<file path="src/pkg/timer_params.svh">
// named offsets, field positions, reset values and counts of the timer
`ifndef TIMER_PARAMS_SVH
`define TIMER_PARAMS_SVH

// register offsets on the plain register port
`define TMR_ADDR_CTL 3'h0
`define TMR_ADDR_CNT 3'h1
`define TMR_ADDR_CMP 3'h2
`define TMR_ADDR_STATUS 3'h3

// timer_control field positions
`define CTL_FORCE_BIT 7
`define CTL_WGM0_BIT 6
`define CTL_COM_HI 5
`define CTL_COM_LO 4
`define CTL_WGM1_BIT 3
`define CTL_CS_HI 2
`define CTL_CS_LO 0

// async_clock_status field positions
`define ST_ASYNC_BIT 3
`define ST_CNT_UB_BIT 2
`define ST_CMP_UB_BIT 1
`define ST_CTL_UB_BIT 0

// reset values and counter limits
`define REG_RESET 8'h00
`define CNT_TOP_MAX 8'hff
`define CNT_BOTTOM 8'h00
`define CNT_STEP 8'h01
`define FORCE_MASK 8'h7f

// clock select codes and prescaler tap widths (log2 of the divisor)
`define CS_STOP 3'h0
`define CS_DIRECT 3'h1
`define CS_DIV8 3'h2
`define CS_DIV32 3'h3
`define CS_DIV64 3'h4
`define CS_DIV128 3'h5
`define CS_DIV256 3'h6
`define CS_DIV1024 3'h7
`define TAP_DIV8 3
`define TAP_DIV32 5
`define TAP_DIV64 6
`define TAP_DIV128 7
`define TAP_DIV256 8
`define TAP_DIV1024 10

`endif

</file>
<file path="src/pkg/timer_pkg.sv">
// types shared by the timer modules
`default_nettype none
package timer_pkg;
  typedef logic [7:0] byte_t;
  typedef logic [2:0] addr_t;
  typedef logic [2:0] clk_sel_t;
  typedef enum logic [1:0] {
    WAVE_NORMAL = 2'b00,
    WAVE_PHASE = 2'b01,
    WAVE_CTC = 2'b10,
    WAVE_FAST = 2'b11
  } wave_mode_t;
  typedef enum logic [1:0] {
    STAGE_IDLE = 2'b00,
    STAGE_EDGE1 = 2'b01,
    STAGE_EDGE2 = 2'b10
  } stage_t;
endpackage : timer_pkg
`default_nettype wire

</file>
<file path="src/pkg/tick_if.sv">
// timer source tick and clock select passed to the prescaler
`timescale 1ns/10ps
`default_nettype none
interface tick_if;
  logic src_tick;
  timer_pkg::clk_sel_t clk_sel;
  logic timer_tick;
  modport source (output src_tick, output clk_sel, input timer_tick);
  modport presc (input src_tick, input clk_sel, output timer_tick);
endinterface : tick_if
`default_nettype wire

</file>
<file path="src/tick_prescaler.sv">
// prescaler that turns source ticks into counter ticks
`timescale 1ns/10ps
`default_nettype none
`include "timer_params.svh"
module tick_prescaler #(
  parameter int PRE_W = `TAP_DIV1024
) (
  input wire logic clk_in,
  input wire logic rstn_in,
  tick_if.presc port
);
  import timer_pkg::*;
  logic [PRE_W-1:0] pre_q;

  // free running so switching taps never restarts the division
  always_ff @(posedge clk_in or negedge rstn_in) begin
    if (!rstn_in) begin
      pre_q <= '0;
    end else if (port.src_tick) begin
      pre_q <= pre_q + 1'b1;
    end
  end

  // tap select: a tap fires when all bits below it are ones
  always_comb begin
    case (port.clk_sel)
      `CS_STOP: port.timer_tick = 1'b0;
      `CS_DIRECT: port.timer_tick = port.src_tick;
      `CS_DIV8: port.timer_tick = port.src_tick & (&pre_q[`TAP_DIV8-1:0]);
      `CS_DIV32: port.timer_tick = port.src_tick & (&pre_q[`TAP_DIV32-1:0]);
      `CS_DIV64: port.timer_tick = port.src_tick & (&pre_q[`TAP_DIV64-1:0]);
      `CS_DIV128: port.timer_tick = port.src_tick & (&pre_q[`TAP_DIV128-1:0]);
      `CS_DIV256: port.timer_tick = port.src_tick & (&pre_q[`TAP_DIV256-1:0]);
      default: port.timer_tick = port.src_tick & (&pre_q);
    endcase
  end
endmodule : tick_prescaler
`default_nettype wire

</file>
<file path="src/write_stage.sv">
// temporary write register with busy flag for one timer register
`timescale 1ns/10ps
`default_nettype none
`include "timer_params.svh"
module write_stage #(
  parameter int WIDTH = 8
) (
  input wire logic clk_in,
  input wire logic rstn_in,
  input wire logic wr_in,
  input wire logic async_in,
  input wire logic xtal_rise_in,
  input wire logic [WIDTH-1:0] data_in,
  output logic [WIDTH-1:0] temp_out,
  output logic load_out,
  output logic busy_out
);
  import timer_pkg::*;
  stage_t state_q;

  // temporary register always takes the written value
  always_ff @(posedge clk_in or negedge rstn_in) begin
    if (!rstn_in) begin
      temp_out <= '0;
    end else if (wr_in) begin
      temp_out <= data_in;
    end
  end

  // wait for two crystal rises; a new write restarts the wait
  always_ff @(posedge clk_in or negedge rstn_in) begin
    if (!rstn_in) begin
      state_q <= STAGE_IDLE;
    end else if (wr_in) begin
      state_q <= async_in ? STAGE_EDGE1 : STAGE_IDLE;
    end else begin
      case (state_q)
        STAGE_EDGE1: if (xtal_rise_in) state_q <= STAGE_EDGE2;
        STAGE_EDGE2: if (xtal_rise_in) state_q <= STAGE_IDLE;
        default: state_q <= STAGE_IDLE;
      endcase
    end
  end

  // load pulse: next cycle when synchronous, on second rise otherwise
  always_ff @(posedge clk_in or negedge rstn_in) begin
    if (!rstn_in) begin
      load_out <= 1'b0;
    end else begin
      load_out <= (wr_in && !async_in) ||
        (!wr_in && state_q == STAGE_EDGE2 && xtal_rise_in);
    end
  end

  // busy: a write wins over a clear in the same cycle;
  // a synchronous write drops a flag left from crystal mode
  always_ff @(posedge clk_in or negedge rstn_in) begin
    if (!rstn_in) begin
      busy_out <= 1'b0;
    end else if (wr_in) begin
      busy_out <= async_in;
    end else if (!wr_in && state_q == STAGE_EDGE2 && xtal_rise_in) begin
      busy_out <= 1'b0;
    end
  end
endmodule : write_stage
`default_nettype wire

</file>
<file path="src/async_timer_compare.sv">
// eight-bit timer with one compare output and crystal-clocked mode
//
// The implementer's own choices: the register addresses and the strobed register port.
`timescale 1ns/10ps
`default_nettype none
`include "timer_params.svh"
module async_timer_compare (
  input wire logic clk_in,
  input wire logic rstn_in,
  input wire timer_pkg::addr_t addr_in,
  input wire timer_pkg::byte_t wr_data_in,
  input wire logic wr_in,
  input wire logic rd_in,
  output timer_pkg::byte_t rd_data_out,
  input wire logic crystal_osc_input_in,
  output logic compare_output_pin_out,
  output logic pin_override_out,
  output logic compare_match_out
);
  import timer_pkg::*;

  logic xtal_s1_q, xtal_s2_q, xtal_s3_q;
  logic xtal_rise;
  logic async_sel_q;
  logic wr_ctl, wr_cnt, wr_cmp, wr_status;
  byte_t ctl_temp, cmp_temp, cnt_temp;
  logic ctl_load, cmp_load, cnt_load;
  logic ctl_busy, cmp_busy, cnt_busy;
  byte_t ctl_q, cmp_buf_q, cmp_act_q, cnt_q;
  logic dir_up_q, block_q, oc_q, force_pulse;
  wave_mode_t mode;
  logic [1:0] com;
  logic [1:0] force_com;
  logic pwm_mode, timer_tick, match_hit, top_hit, special_top;
  byte_t status;

  // crystal pin passes two flops before the edge detector reads it
  always_ff @(posedge clk_in or negedge rstn_in) begin
    if (!rstn_in) begin
      xtal_s1_q <= 1'b0;
      xtal_s2_q <= 1'b0;
      xtal_s3_q <= 1'b0;
    end else begin
      xtal_s1_q <= crystal_osc_input_in;
      xtal_s2_q <= xtal_s1_q;
      xtal_s3_q <= xtal_s2_q;
    end
  end
  assign xtal_rise = xtal_s2_q & ~xtal_s3_q;

  // write decode; the host port never stalls
  assign wr_ctl = wr_in && addr_in == `TMR_ADDR_CTL;
  assign wr_cnt = wr_in && addr_in == `TMR_ADDR_CNT;
  assign wr_cmp = wr_in && addr_in == `TMR_ADDR_CMP;
  assign wr_status = wr_in && addr_in == `TMR_ADDR_STATUS;

  // clock source select; busy bits in the same register are read only
  always_ff @(posedge clk_in or negedge rstn_in) begin
    if (!rstn_in) begin
      async_sel_q <= 1'b0;
    end else if (wr_status) begin
      async_sel_q <= wr_data_in[`ST_ASYNC_BIT];
    end
  end

  // one staging register each for control, compare and count, so writes never collide
  write_stage #(.WIDTH(8)) u_ctl_stage (
    .clk_in(clk_in),
    .rstn_in(rstn_in),
    .wr_in(wr_ctl),
    .async_in(async_sel_q),
    .xtal_rise_in(xtal_rise),
    .data_in(wr_data_in),
    .temp_out(ctl_temp),
    .load_out(ctl_load),
    .busy_out(ctl_busy)
  );
  write_stage #(.WIDTH(8)) u_cmp_stage (
    .clk_in(clk_in),
    .rstn_in(rstn_in),
    .wr_in(wr_cmp),
    .async_in(async_sel_q),
    .xtal_rise_in(xtal_rise),
    .data_in(wr_data_in),
    .temp_out(cmp_temp),
    .load_out(cmp_load),
    .busy_out(cmp_busy)
  );
  write_stage #(.WIDTH(8)) u_cnt_stage (
    .clk_in(clk_in),
    .rstn_in(rstn_in),
    .wr_in(wr_cnt),
    .async_in(async_sel_q),
    .xtal_rise_in(xtal_rise),
    .data_in(wr_data_in),
    .temp_out(cnt_temp),
    .load_out(cnt_load),
    .busy_out(cnt_busy)
  );

  // active control register; the force bit is a strobe and is not kept
  always_ff @(posedge clk_in or negedge rstn_in) begin
    if (!rstn_in) begin
      ctl_q <= `REG_RESET;
    end else if (ctl_load) begin
      ctl_q <= ctl_temp & `FORCE_MASK;
    end
  end

  // field decode of the active control register
  assign mode = wave_mode_t'({ctl_q[`CTL_WGM1_BIT], ctl_q[`CTL_WGM0_BIT]});
  assign com = ctl_q[`CTL_COM_HI:`CTL_COM_LO];
  assign force_com = ctl_temp[`CTL_COM_HI:`CTL_COM_LO];
  assign pwm_mode = mode == WAVE_PHASE || mode == WAVE_FAST;
  assign force_pulse = ctl_load && ctl_temp[`CTL_FORCE_BIT] &&
    !ctl_temp[`CTL_WGM0_BIT];

  // timer source: undivided clock, or synchronised crystal rises
  tick_if u_tick ();
  assign u_tick.src_tick = async_sel_q ? xtal_rise : 1'b1;
  assign u_tick.clk_sel = ctl_q[`CTL_CS_HI:`CTL_CS_LO];
  assign timer_tick = u_tick.timer_tick;
  tick_prescaler #(.PRE_W(`TAP_DIV1024)) u_presc (
    .clk_in(clk_in),
    .rstn_in(rstn_in),
    .port(u_tick.presc)
  );

  // compare buffering: immediate in non-PWM, at top in PWM to avoid glitches
  always_ff @(posedge clk_in or negedge rstn_in) begin
    if (!rstn_in) begin
      cmp_buf_q <= `REG_RESET;
    end else if (cmp_load) begin
      cmp_buf_q <= cmp_temp;
    end
  end
  always_ff @(posedge clk_in or negedge rstn_in) begin
    if (!rstn_in) begin
      cmp_act_q <= `REG_RESET;
    end else if (!pwm_mode || top_hit) begin
      cmp_act_q <= cmp_buf_q;
    end
  end

  // counter: a software load wins over counting
  always_ff @(posedge clk_in or negedge rstn_in) begin
    if (!rstn_in) begin
      cnt_q <= `REG_RESET;
    end else if (cnt_load) begin
      cnt_q <= cnt_temp;
    end else if (timer_tick) begin
      case (mode)
        WAVE_CTC: cnt_q <= (cnt_q == cmp_act_q) ? `CNT_BOTTOM
                                                : cnt_q + `CNT_STEP;
        WAVE_PHASE: begin
          if ((dir_up_q && cnt_q != `CNT_TOP_MAX) || cnt_q == `CNT_BOTTOM) begin
            cnt_q <= cnt_q + `CNT_STEP;
          end else begin
            cnt_q <= cnt_q - `CNT_STEP;
          end
        end
        default: cnt_q <= cnt_q + `CNT_STEP;
      endcase
    end
  end

  // count direction for the dual slope mode
  always_ff @(posedge clk_in or negedge rstn_in) begin
    if (!rstn_in) begin
      dir_up_q <= 1'b1;
    end else if (mode != WAVE_PHASE) begin
      dir_up_q <= 1'b1;
    end else if (timer_tick && !cnt_load) begin
      if (cnt_q == `CNT_TOP_MAX) begin
        dir_up_q <= 1'b0;
      end else if (cnt_q == `CNT_BOTTOM) begin
        dir_up_q <= 1'b1;
      end
    end
  end

  // match blocking after a counter write, held until the next tick
  always_ff @(posedge clk_in or negedge rstn_in) begin
    if (!rstn_in) begin
      block_q <= 1'b0;
    end else if (cnt_load) begin
      block_q <= 1'b1;
    end else if (timer_tick) begin
      block_q <= 1'b0;
    end
  end

  // match and top events, seen only on counter ticks
  assign match_hit = timer_tick && !block_q && !cnt_load &&
    cnt_q == cmp_act_q;
  assign top_hit = pwm_mode && timer_tick && !cnt_load &&
    cnt_q == `CNT_TOP_MAX;
  assign special_top = pwm_mode && com[1] && cmp_act_q == `CNT_TOP_MAX;

  // waveform register; a force strobe acts like a match without a flag
  always_ff @(posedge clk_in or negedge rstn_in) begin
    if (!rstn_in) begin
      oc_q <= 1'b0;
    end else if (force_pulse) begin
      case (force_com)
        2'h1: oc_q <= ~oc_q;
        2'h2: oc_q <= 1'b0;
        2'h3: oc_q <= 1'b1;
        default: oc_q <= oc_q;
      endcase
    end else begin
      case (mode)
        WAVE_FAST: begin
          if (top_hit && com[1]) begin
            oc_q <= ~com[0];
          end else if (match_hit && com[1] && !special_top) begin
            oc_q <= com[0];
          end
        end
        WAVE_PHASE: begin
          if (top_hit && special_top) begin
            oc_q <= ~com[0];
          end else if (match_hit && com[1]) begin
            oc_q <= dir_up_q ? com[0] : ~com[0];
          end
        end
        default: begin
          if (match_hit) begin
            case (com)
              2'h1: oc_q <= ~oc_q;
              2'h2: oc_q <= 1'b0;
              2'h3: oc_q <= 1'b1;
              default: oc_q <= oc_q;
            endcase
          end
        end
      endcase
    end
  end
  assign compare_output_pin_out = oc_q;
  assign pin_override_out = |com;

  // match pulse for the interrupt flag logic outside the block
  always_ff @(posedge clk_in or negedge rstn_in) begin
    if (!rstn_in) begin
      compare_match_out <= 1'b0;
    end else begin
      compare_match_out <= match_hit;
    end
  end

  // status word assembled from its fields
  always_comb begin
    status = `REG_RESET;
    status[`ST_ASYNC_BIT] = async_sel_q;
    status[`ST_CNT_UB_BIT] = cnt_busy;
    status[`ST_CMP_UB_BIT] = cmp_busy;
    status[`ST_CTL_UB_BIT] = ctl_busy;
  end

  // read data one cycle after the strobe; unmapped offsets read zero
  always_ff @(posedge clk_in or negedge rstn_in) begin
    if (!rstn_in) begin
      rd_data_out <= `REG_RESET;
    end else if (rd_in) begin
      case (addr_in)
        `TMR_ADDR_CTL: rd_data_out <= ctl_temp & `FORCE_MASK;
        `TMR_ADDR_CNT: rd_data_out <= cnt_q;
        `TMR_ADDR_CMP: rd_data_out <= cmp_temp;
        `TMR_ADDR_STATUS: rd_data_out <= status;
        default: rd_data_out <= `REG_RESET;
      endcase
    end
  end
endmodule : async_timer_compare
`default_nettype wire

</file>
<file path="config.mk">
export PLATFORM = sky130hd
export DESIGN_NAME = async_timer_compare
export DESIGN_NICKNAME = d
export VERILOG_FILES = /design/src/pkg/timer_pkg.sv /design/src/pkg/tick_if.sv /design/src/tick_prescaler.sv /design/src/write_stage.sv /design/src/async_timer_compare.sv
export VERILOG_INCLUDE_DIRS = /design/src /design/src/pkg
export SDC_FILE = /design/constraint.sdc
export NUM_CORES = 1
export LEC_CHECK = 0
export BUFFER_PORTS_ARGS = -buffer_cell sky130_fd_sc_hd__buf_2
export CORE_MARGIN = 2
export CORE_UTILIZATION = 55
export DETAILED_ROUTE_END_ITERATION = 6
export GPL_TIMING_DRIVEN = 0
export PLACE_DENSITY_LB_ADDON = 0.25
export SKIP_LAST_GASP = 1
export SLEW_MARGIN = 20
export SYNTH_ARGS = -nofsm -noshare
export SYNTH_HDL_FRONTEND = slang
export SYNTH_SLANG_ARGS = --single-unit
export TNS_END_PERCENT = 100
</file>
<file path="constraint.sdc">
create_clock -name clk_in -period 2.79 [get_ports clk_in]
set_clock_uncertainty 0.2 [all_clocks]
set_input_delay 0.1395 -clock clk_in [delete_from_list [all_inputs] [get_ports clk_in]]
set_output_delay 0.1395 -clock clk_in [all_outputs]
set_load 0.03 [all_outputs]
</file>
==> summary.md, run 1 <==
| Metric | Value |
|---|---|
| Post-route ant nets | `0` |
| Largest net degree at the start of global routing | `55` |
| DRT met1 WL | `4830 um` |
| RSZ-0062 raised after global routing | `true` |
| Max H-tree Level | `3` |
| Kind of critical path | `flip-flop to flip-flop` |
| Crit path DAT | `2.73 ns` |
| Crit-path cells | `ha_1, nand4_4, or3_4, nor2_4, a211oi_1, a2111oi_4, mux2_1` |
| Minimum clock period | `2.66 ns` |
| Yosys top cell by area | `dfrtp_1` |
| Max Cap Violations | `0` |
| DR WL/cell | `17.7 um` |
| Dpl cells | `581` |
| WL met3 | `496 um` |
| Top area cells in the synthesized netlist | `dfrtp_1 (48%), mux2_2 (10%), ha_1 (2.9%)` |
| First-pass GRT wire length | `17600 um` |
| Maximum root-to-sink buffer count | `2` |
| EDFF count, synth | `0` |
| Design Area, Final | `0.00550 sq mm` |
| Slowest Stage Delay on Critical Path | `0.53 ns` |
| Period utilisation layout | `0.955` |
| Hold slack | `0.0239 ns` |
| Critical path's slowest cell | `dfrtp_1` |
| Top cell type's share of synthesized area | `0.480` |
| Register area share after synthesis | `0.486` |
| Post-DP HPWL | `7810 um` |
| Top routing layer in use | `met4` |
| Worst setup EP type | `flip-flop` |
| Most frequent cell after synthesis | `dfrtp_1` |
| Maximum vdd drop | `0.439 mV` |
| Total I/O pin count | `27` |
| Synth unique cells | `58` |
| Startpoint types | `flip-flop` |
| Clk_lat worst skew | `0.38 ns` |
| CTS root buffer | `clkbuf_8` |
| Num CTS Buffers | `9` |
| Total Wirelength | `10800 um` |
| Synth Instances | `447` |
| Vias per std cell | `5.88` |
| Hold violation total from the final report | `0` |
| Mean post-synth cell area | `10.7 sq um` |
| PortBufs | `25` |
| Final setup viols | `0` |
| Mapped Area | `0.00480 sq mm` |
| TritonRoute pass-1 iters | `4` |
| Post-synth net total | `474` |
| WP buf/inv | `0` |
| Core area | `0.00859 sq mm` |
| Status | `completed` |
| CP delay by family, top | `simple AND/OR/NAND/NOR gates` |
| F_max | `0.375 GHz` |
| Area after DPL | `0.00509 sq mm` |
| Synth warnings | `0` |
| Row count | `34` |
| Worst Path Max Fanout | `7` |
| Via Count | `3591` |
| RD Place Congestion | `0.878` |
| Height of the chip | `97.4 um` |
| Antenna Cells | `0` |
| Async SR Flop Fraction | `1.00` |
| P&R area growth vs syn | `14.6%` |
| CTS tree | `yes` |
| Die area | `0.00948 sq mm` |
| Initial antenna violation count | `0` |
| Reg clk slew, reported paths | `0.09 ns` |
| Final Core Density | `0.640` |
| Lkg Pwr | `2.32 nW` |
| Die extent in x | `97.4 um` |
| Non-Filler Instances | `611` |
| GR Overflow Total | `0` |
| Initial core utilization | `0.558` |
| Iter 0 DRT Violations | `246` |
| Data required, critical path | `2.85 ns` |
| DR DRC count | `0` |
| NumNets Final | `525` |
| Seq cells post-synth | `93` |
| Relative slew slack | `0.391` |
| Worst min path class | `input port to flip-flop` |
| Wire length on met2 | `5230 um` |
| Top cells by count, synth | `dfrtp_1 (92), mux2_2 (44), nand2_1 (31)` |
| Worst slew pin tran | `0.901 ns` |
| Share of cells above drive strength 1 | `0.239` |
| Power density over the cells | `922 mW/mm^2` |
| Pwr Total | `5.07 mW` |
| Max-slew violations | `0` |
| GRT Total Usage | `0.237` |
| Clock sink count | `93` |
| Main synth FF type | `dfrtp_1` |
| Number of global-route vias before repair | `3492` |
## power breakdown
group	internal [mW]	total, mW	switching (mW)
clock network	0.471	0.977	0.505
logic	0.949	1.97	1.02
registers	1.75	2.12	0.372
total	3.17	5.07	1.90
## cell usage in the layout (no fill, tap or decap), types with 6 or more instances in the layout
master and n:
a21oi_1 19, buf_2 26, clkbuf_1 11, clkbuf_8 11, dfrtp_1 92, dlygate4sd3_1 11, ha_1 11, inv_1 25
mux2_2 44, mux2i_1 6, nand2_1 31, nand2b_1 12, nand3_1 11, nand4_1 6, nor2_1 24, nor3_1 9
o21ai_0 26, o22ai_1 9, xnor2_1 15
## per-stage QoR
| stage | setup slack [ns] | TNS (ns) |
|---|---|---|
| CTS | -0.0389 | -0.0389 |
| global placement | -0.0433 | -0.328 |
| global route | -0.0255 | -0.0255 |
| finish | 0.126 | 0 |
| detailed placement | -0.114 | -1.00 |
| floorplan | 0.269 | 0 |
## final timing paths
kind                            start                 endpoint  slack, ns  cells past startpoint
hold / removal             addr_in[2]              async_sel_q       0.02                      3
hold reg to reg             xtal_s1_q                xtal_s2_q       0.18                      0
min in group asynchronous     rstn_in                 cnt_q[4]       0.04                      2
setup reg to reg             cnt_q[1]   compare_output_pin_out       0.13                      7
max in group asynchronous     rstn_in  u_ctl_stage.temp_out[2]       1.75                      3
setup / recovery             cnt_q[1]   compare_output_pin_out       0.13                      7
## cells by family (layout without fill, tap and decap cells)
| family | Yosys count | after routing | synth area share |
|---|---|---|---|
| simple gates | 133 | 133 | 0.152 |
| flops | 93 | 93 | 0.486 |
| compound gates | 88 | 88 | 0.120 |
| mux | 55 | 55 | 0.137 |
| buf+inv | 50 | 106 | 0.0462 |
| xor+xnor | 17 | 17 | 0.0310 |
| fa+ha+maj | 11 | 11 | 0.0287 |
## state kept, by name, indices dropped and copies added, names as in the netlist, 2 cells and up
name,cells
cmp_act_q,8
u_ctl_stage.temp_out,8
rd_data_out,8
u_presc.pre_q,10
u_cmp_stage.state_q,2
ctl_q,7
cnt_q,8
u_cmp_stage.temp_out,8
cmp_buf_q,8
u_cnt_stage.temp_out,8
u_ctl_stage.state_q,2
u_cnt_stage.state_q,2
## routing by layer
| layer | up-vias | global-route usage |
|---|---|---|
| met5 | - | 0 |
| met4 | 0 | 0.0769 |
| met3 | 25 | 0.0590 |
| met2 | 85 | 0.382 |
| met1 | 1787 | 0.317 |
| li1 | 1694 | - |
## tightest hold or removal path: stages
cell and delay (ns):
buf_2 0.13, nand4b_1 0.15, mux2_2 0.16
## final cells by class
type                    instances  area [sq um]
plain buffers                  24           129
clock buffers                  11           151
inverters                      26          97.6
clock inverters                 5          63.8
flip-flops and latches         93          2330
repair buffers                 40           304
fillers                       710          3100
multi-input cells             304          2290
well taps                     108           135
## timing repair
action / CTS / global route
pin swaps: 0 / 2
setup buffers: 0 / 3
hold endpoints to repair: 118 / 0
hold buffers: 11 / 0
setup endpoints to repair: 12 / 16
gates resized for setup: 3 / 9
No activity file was read; power rests on OpenSTA's default activity.
==> inputs of run 2 (changes only) <==
CTS_BUF_LIST = sky130_fd_sc_hd__clkbuf_2   (was unset)
GPL_TIMING_DRIVEN = unset   (was 0)
==> run 2 against run 1 <==
Non-clock buffer count rose by 7. First-iteration DRC count fell by 20%. Global-route usage rose by 0.36 points. Count of clock-buffer cells in the layout fell by 2. Utilization rose by 0.28 points. Critical endpoint is now cmp_act_q[5].
==> summary.md, run 2 (same netlist as run 1, synthesis figures left out) <==
| Metric | Value |
|---|---|
| Status | `completed (unchanged)` |
| DR WL/cell | `17.5 um (was 17.7 um)` |
| Initial antenna violation count | `0 (unchanged)` |
| Area after DPL | `0.00512 sq mm (was 0.00509 sq mm)` |
| Height of the chip | `97.4 um (unchanged)` |
| Biggest register | `u_presc.pre_q (unchanged)` |
| First-pass GRT wire length | `18000 um (was 17600 um)` |
| Most frequent cells in the layout | `dfrtp_1 (92), mux2_2 (44), nand2_1 (31) (unchanged)` |
| RD Place Congestion | `0.901 (was 0.878)` |
| FF+latch area | `0.00233 sq mm (unchanged)` |
| Hold violation total from the final report | `0 (unchanged)` |
| Max H-tree Level | `3 (unchanged)` |
| CTS tree | `yes (unchanged)` |
| Via Count | `3584 (was 3591)` |
| Post-route ant nets | `0 (unchanged)` |
| Reg clk slew, reported paths | `0.30 ns (was 0.09 ns)` |
| Vias per std cell | `5.80 (was 5.88)` |
| GRT Total Usage | `0.241 (was 0.237)` |
| Max reg flops | `10 (unchanged)` |
| CTS root buffer | `clkbuf_2 (was clkbuf_8)` |
| Lkg Pwr | `2.38 nW (was 2.32 nW)` |
| Kind of critical path | `flip-flop to flip-flop (unchanged)` |
| Startpoint types | `flip-flop (unchanged)` |
| Period utilisation layout | `0.954 (was 0.955)` |
| TNS Setup | `0 ns (unchanged)` |
| Worst min path class | `input port to flip-flop (unchanged)` |
| Data required, critical path | `3.03 ns (was 2.85 ns)` |
| Num CTS Buffers | `9 (unchanged)` |
| NumNets Final | `532 (was 525)` |
| GR Overflow Total | `0 (unchanged)` |
| Max-slew violations | `0 (unchanged)` |
| TritonRoute pass-1 iters | `4 (unchanged)` |
| Clock sink count | `93 (unchanged)` |
| Design Area, Final | `0.00552 sq mm (was 0.00550 sq mm)` |
| Minimum clock period | `2.66 ns (about the same)` |
| Most common cell after layout, fill and taps aside | `dfrtp_1 (unchanged)` |
| F_max | `0.376 GHz (was 0.375 GHz)` |
| Multi-input gate area | `0.00229 sq mm (about the same)` |
| Share of cells above drive strength 1 | `0.259 (was 0.239)` |
| Crit path DAT | `2.90 ns (was 2.73 ns)` |
| Worst slew pin tran | `0.553 ns (was 0.901 ns)` |
| Max Cap Violations | `0 (unchanged)` |
| Initial core utilization | `0.558 (unchanged)` |
| Clk_lat worst skew | `0.57 ns (was 0.38 ns)` |
| Worst Path Max Fanout | `8 (was 7)` |
| Final setup viols | `0 (unchanged)` |
| DR DRC count | `0 (unchanged)` |
| Antenna Cells | `0 (unchanged)` |
| Iter 0 DRT Violations | `196 (was 246)` |
| # fillers | `684 (was 710)` |
| Worst setup EP type | `flip-flop (unchanged)` |
| Relative slew slack | `0.626 (was 0.391)` |
| RSZ-0062 raised after global routing | `false (was true)` |
| Total Wirelength | `10800 um (about the same)` |
| Core area | `0.00859 sq mm (unchanged)` |
| PortBufs | `26 (was 25)` |
| Total I/O pin count | `27 (unchanged)` |
| Row count | `34 (unchanged)` |
| Post-DP HPWL | `7730 um (was 7810 um)` |
| Power density over the cells | `868 mW/mm^2 (was 922 mW/mm^2)` |
| Die area | `0.00948 sq mm (unchanged)` |
| P&R area growth vs syn | `15.1% (was 14.6%)` |
| Maximum vdd drop | `0.453 mV (was 0.439 mV)` |
| Largest net degree at the start of global routing | `47 (was 55)` |
| Maximum root-to-sink buffer count | `2 (unchanged)` |
| Die extent in x | `97.4 um (unchanged)` |
| Number of global-route vias before repair | `3526 (was 3492)` |
==> run 2: cell count changes in the layout (fill, tap and decap cells not counted), moves of 2 or more <==
cell / change
clkbuf_2: +7
dlygate4sd3_1: +9
clkbuf_1: -11
nor4bb_2: +2
buf_1: -4
buf_6: -4
nor4bb_1: -2
buf_4: +22
clkbuf_8: -11
==> run 2: layout make-up <==
type,instances,share of cell area
inverter,26,0.0177
tap,108,0.0245
clock inverter,7,0.0145
timing repair buffer,71,0.0986
sequential,93,0.422
clock buffer,9,0.00816
multi-input combinational,304,0.415
==> run 2: repair_timing <==
action                                  CTS  global route
endpoints found under the setup margin    7            10
endpoints found under the hold margin   139             0
gates resized for setup                   2             4
buffers inserted                          2             0
hold buffers                             21             0
==> run 2: path summary, 6_finish.rpt <==
check,start,end,slack (ns),cells past startpoint
worst max register to register,u_presc.pre_q[0],cmp_act_q[5],0.13,9
max in group asynchronous,rstn_in,rd_data_out[5],1.61,4
worst min-delay path,wr_data_in[0],u_cmp_stage.temp_out[0],0.16,3
worst max-delay path,u_presc.pre_q[0],cmp_act_q[5],0.13,9
worst min register to register,xtal_s1_q,xtal_s2_q,0.19,0
min in group asynchronous,rstn_in,xtal_s3_q,0.43,4
==> run 2: layer usage <==
| layer | routed length (um) | track usage | vias to the layer above |
|---|---|---|---|
| met3 | 323 | 0.0410 | 12 |
| met5 | 0 | 0 | - |
| met1 | 5060 | 0.341 | 1805 |
| li1 | - | - | 1710 |
| met2 | 5330 | 0.390 | 57 |
| met4 | 138 | 0.0598 | 0 |
==> run 2: per-stage QoR <==
step	setup slack [ns]	instances	power, mW	hold slack (ns)	util
final	0.128	618	4.79	0.156	0.642
after floorplan	0.269	447	3.45	-0.356	-
after global routing	0.00106	618	5.12	0.0963	0.642
after CTS	0.00948	618	4.77	0.118	0.640
after global placement	0.154	579	3.93	0.00792	0.596
after detailed placement	0.103	579	3.99	0.0177	0.596
==> run 2: critical path: stages, from the launching register on <==
cell and delay, ns:
dfrtp_1 0.44, ha_1 0.23, and3_1 0.20, ha_1 0.19
nor4bb_2 0.34, a211oi_2 0.08, and3_4 0.19, a31oi_4 0.18
buf_6 0.16, mux2_2 0.33
==> run 2: where the power goes <==
group | internal [mW] | leakage (nW) | switching, mW
sequential | 1.74 | 1.15 | 0.416
clock | 0.222 | 0.0764 | 0.490
combinational | 0.967 | 1.15 | 0.957
==> inputs of run 3 (changes only) <==
SETUP_SLACK_MARGIN = 0.15   (was unset)
==> run 3 against run 2 <==
Sequential cell count unchanged. Clock power barely moved. Non-clock buffer count increased by 1. Critical endpoint unchanged. First-iteration DRC count up 36%. Worst setup slack improved by 0.080 ns. Fmax is 3.1% higher. Die area unchanged. Cell count is 0.16% higher. Via count is 1.4% higher. Sequential power is essentially flat. Utilization up 0.90 points.
==> summary.md, run 3 (same netlist as run 1, synthesis figures left out) <==
| Metric | Value |
|---|---|
| Worst min path class | `input port to flip-flop (unchanged)` |
| Hold Path Stages | `3 (unchanged)` |
| Biggest register | `u_presc.pre_q (unchanged)` |
| Final Core Density | `0.651 (was 0.642)` |
| Critical Path Stages | `9 (unchanged)` |
| GR Overflow Total | `0 (unchanged)` |
| Crit path DAT | `2.83 ns (was 2.90 ns)` |
| Initial antenna violation count | `0 (unchanged)` |
| Critical path's slowest cell | `dfrtp_1 (unchanged)` |
| Initial core utilization | `0.558 (unchanged)` |
| Via Count | `3633 (was 3584)` |
| Clock sink count | `93 (unchanged)` |
| Worst slew pin tran | `0.481 ns (was 0.553 ns)` |
| Power density over the cells | `875 mW/mm^2 (was 868 mW/mm^2)` |
| Worst Path Max Fanout | `8 (unchanged)` |
| Max reg flops | `10 (unchanged)` |
| Iter 0 DRT Violations | `266 (was 196)` |
| Final setup viols | `0 (unchanged)` |
| Height of the chip | `97.4 um (unchanged)` |
| Depth of the worst register-to-register path | `9 (unchanged)` |
| Minimum clock period | `2.58 ns (was 2.66 ns)` |
| P&R area growth vs syn | `16.7% (was 15.1%)` |
| Relative slew slack | `0.677 (was 0.626)` |
| RSZ-0062 raised after global routing | `true (was false)` |
| NumNets Final | `533 (was 532)` |
| Kind of critical path | `flip-flop to flip-flop (unchanged)` |
| DR WL/cell | `17.7 um (was 17.5 um)` |
| Slowest Stage Delay on Critical Path | `0.45 ns (was 0.44 ns)` |
| Worst setup EP type | `flip-flop (unchanged)` |
| WP buf/inv | `1 (unchanged)` |
| Vias per std cell | `5.87 (was 5.80)` |
| Hold slack | `0.151 ns (was 0.156 ns)` |
| Die area | `0.00948 sq mm (unchanged)` |
| TritonRoute pass-1 iters | `4 (unchanged)` |
| Max-slew violations | `0 (unchanged)` |
| TNS Setup | `0 ns (unchanged)` |
| CP delay by family, top | `simple AND/OR/NAND/NOR gates (unchanged)` |
| Lkg Pwr | `2.39 nW (was 2.38 nW)` |
| RD Place Congestion | `0.901 (unchanged)` |
| Status | `completed (unchanged)` |
| F_max | `0.387 GHz (was 0.376 GHz)` |
| First-pass GRT wire length | `18000 um (about the same)` |
| Clk_lat worst skew | `0.57 ns (about the same)` |
| Post-route ant nets | `0 (unchanged)` |
| Hold violation total from the final report | `0 (unchanged)` |
| CTS root buffer | `clkbuf_2 (unchanged)` |
| CTS tree | `yes (unchanged)` |
| Total I/O pin count | `27 (unchanged)` |
| Row count | `34 (unchanged)` |
| Max Cap Violations | `0 (unchanged)` |
| Period utilisation layout | `0.926 (was 0.954)` |
| Post-DP HPWL | `7730 um (unchanged)` |
| Num CTS Buffers | `9 (unchanged)` |
| Share of cells above drive strength 1 | `0.276 (was 0.259)` |
| Data required, critical path | `3.04 ns (was 3.03 ns)` |
| Largest net degree at the start of global routing | `47 (unchanged)` |
| Crit-path cells | `ha_2, and3_4, ha_4, nor4bb_4, a211oi_2, and3_4, a31oi_4, buf_6, mux2_2 (was ha_1, and3_1, ha_1, nor4bb_2, a211oi_2, and3_4, a31oi_4, buf_6, mux2_2)` |
| Core area | `0.00859 sq mm (unchanged)` |
| PortBufs | `26 (unchanged)` |
| Reg clk slew, reported paths | `0.30 ns (about the same)` |
| Maximum vdd drop | `0.460 mV (was 0.453 mV)` |
| # fillers | `667 (was 684)` |
| Number of global-route vias before repair | `3522 (was 3526)` |
| DR DRC count | `0 (unchanged)` |
| Most common cell after layout, fill and taps aside | `dfrtp_1 (unchanged)` |
| Antenna Cells | `0 (unchanged)` |
| Total Wirelength | `10900 um (was 10800 um)` |
| FF+latch area | `0.00233 sq mm (unchanged)` |
| GRT Total Usage | `0.241 (unchanged)` |
| Die extent in x | `97.4 um (unchanged)` |
| Startpoint types | `flip-flop (unchanged)` |
| Most used cell, CP | `and3_4 (was ha_1)` |
| Max H-tree Level | `3 (unchanged)` |
| Most frequent cells in the layout | `dfrtp_1 (92), mux2_2 (41), nand2_1 (30) (was dfrtp_1 (92), mux2_2 (44), nand2_1 (31))` |
| Maximum root-to-sink buffer count | `2 (unchanged)` |
| Multi-input gate area | `0.00236 sq mm (was 0.00229 sq mm)` |
==> run 3: cell count changes in the layout (fill, tap and decap cells not counted), sizes merged <==
cell / previous run / this run
buf: 51 / 52
==> run 3: metal layers <==
| layer | GRT usage | vias to the layer above | part of all wire |
|---|---|---|---|
| met5 | 0 | - | 0 |
| met4 | 0.0598 | 0 | 0.011 |
| met3 | 0.0410 | 9 | 0.044 |
| met2 | 0.392 | 83 | 0.49 |
| met1 | 0.339 | 1830 | 0.45 |
| li1 | - | 1711 | - |
==> run 3: cell type report <==
| type | count | area share |
|---|---|---|
| repair buffers | 72 | 0.0992 |
| inverters | 26 | 0.0174 |
| well taps | 108 | 0.0241 |
| flip-flops and latches | 93 | 0.416 |
| multi-input cells | 304 | 0.421 |
| clock inverters | 7 | 0.0143 |
| clock buffers | 9 | 0.00805 |
==> run 3: timing repair <==
item,in CTS,in global routing
endpoints found under the setup margin,10,10
buffers inserted,2,1
endpoints found under the hold margin,139,0
hold buffers,21,0
pin swaps,1,7
resized for setup,7,15
==> run 3: report_power, final <==
group	leakage, nW	total, mW	internal [mW]	switching [mW]
Sequential	1.15	2.17	1.74	0.431
Clock	0.0764	0.715	0.222	0.494
Combinational	1.16	2.01	1.03	0.980
==> run 3: worst paths after layout <==
check | startpoint | to | slack (ns)
max in group asynchronous | rstn_in | rd_data_out[5] | 1.62
worst min register to register | xtal_s1_q | xtal_s2_q | 0.19
worst max-delay path | u_presc.pre_q[1] | cmp_act_q[5] | 0.21
worst min-delay path | wr_data_in[0] | u_cmp_stage.temp_out[0] | 0.15
worst max register to register | u_presc.pre_q[1] | cmp_act_q[5] | 0.21
min in group asynchronous | rstn_in | xtal_s3_q | 0.42
==> run 3: metrics by stage <==
| step | instance area [sq um] | power, mW | std cells | worst slack [ns] |
|---|---|---|---|---|
| after floorplan | 4800 | 3.45 | 447 | 0.269 |
| after global placement | 5120 | 3.93 | 579 | 0.154 |
| after detailed placement | 5120 | 3.99 | 579 | 0.103 |
| after CTS | 5520 | 4.81 | 618 | 0.167 |
| after global routing | 5600 | 5.23 | 619 | 0.101 |
| final | 5600 | 4.90 | 619 | 0.208 |
==> run 3: worst min-delay path: cells and delay by family <==
family | cells | cell delay (ns)
buffers and inverters | 2 | 0.64
muxes | 1 | 0.14
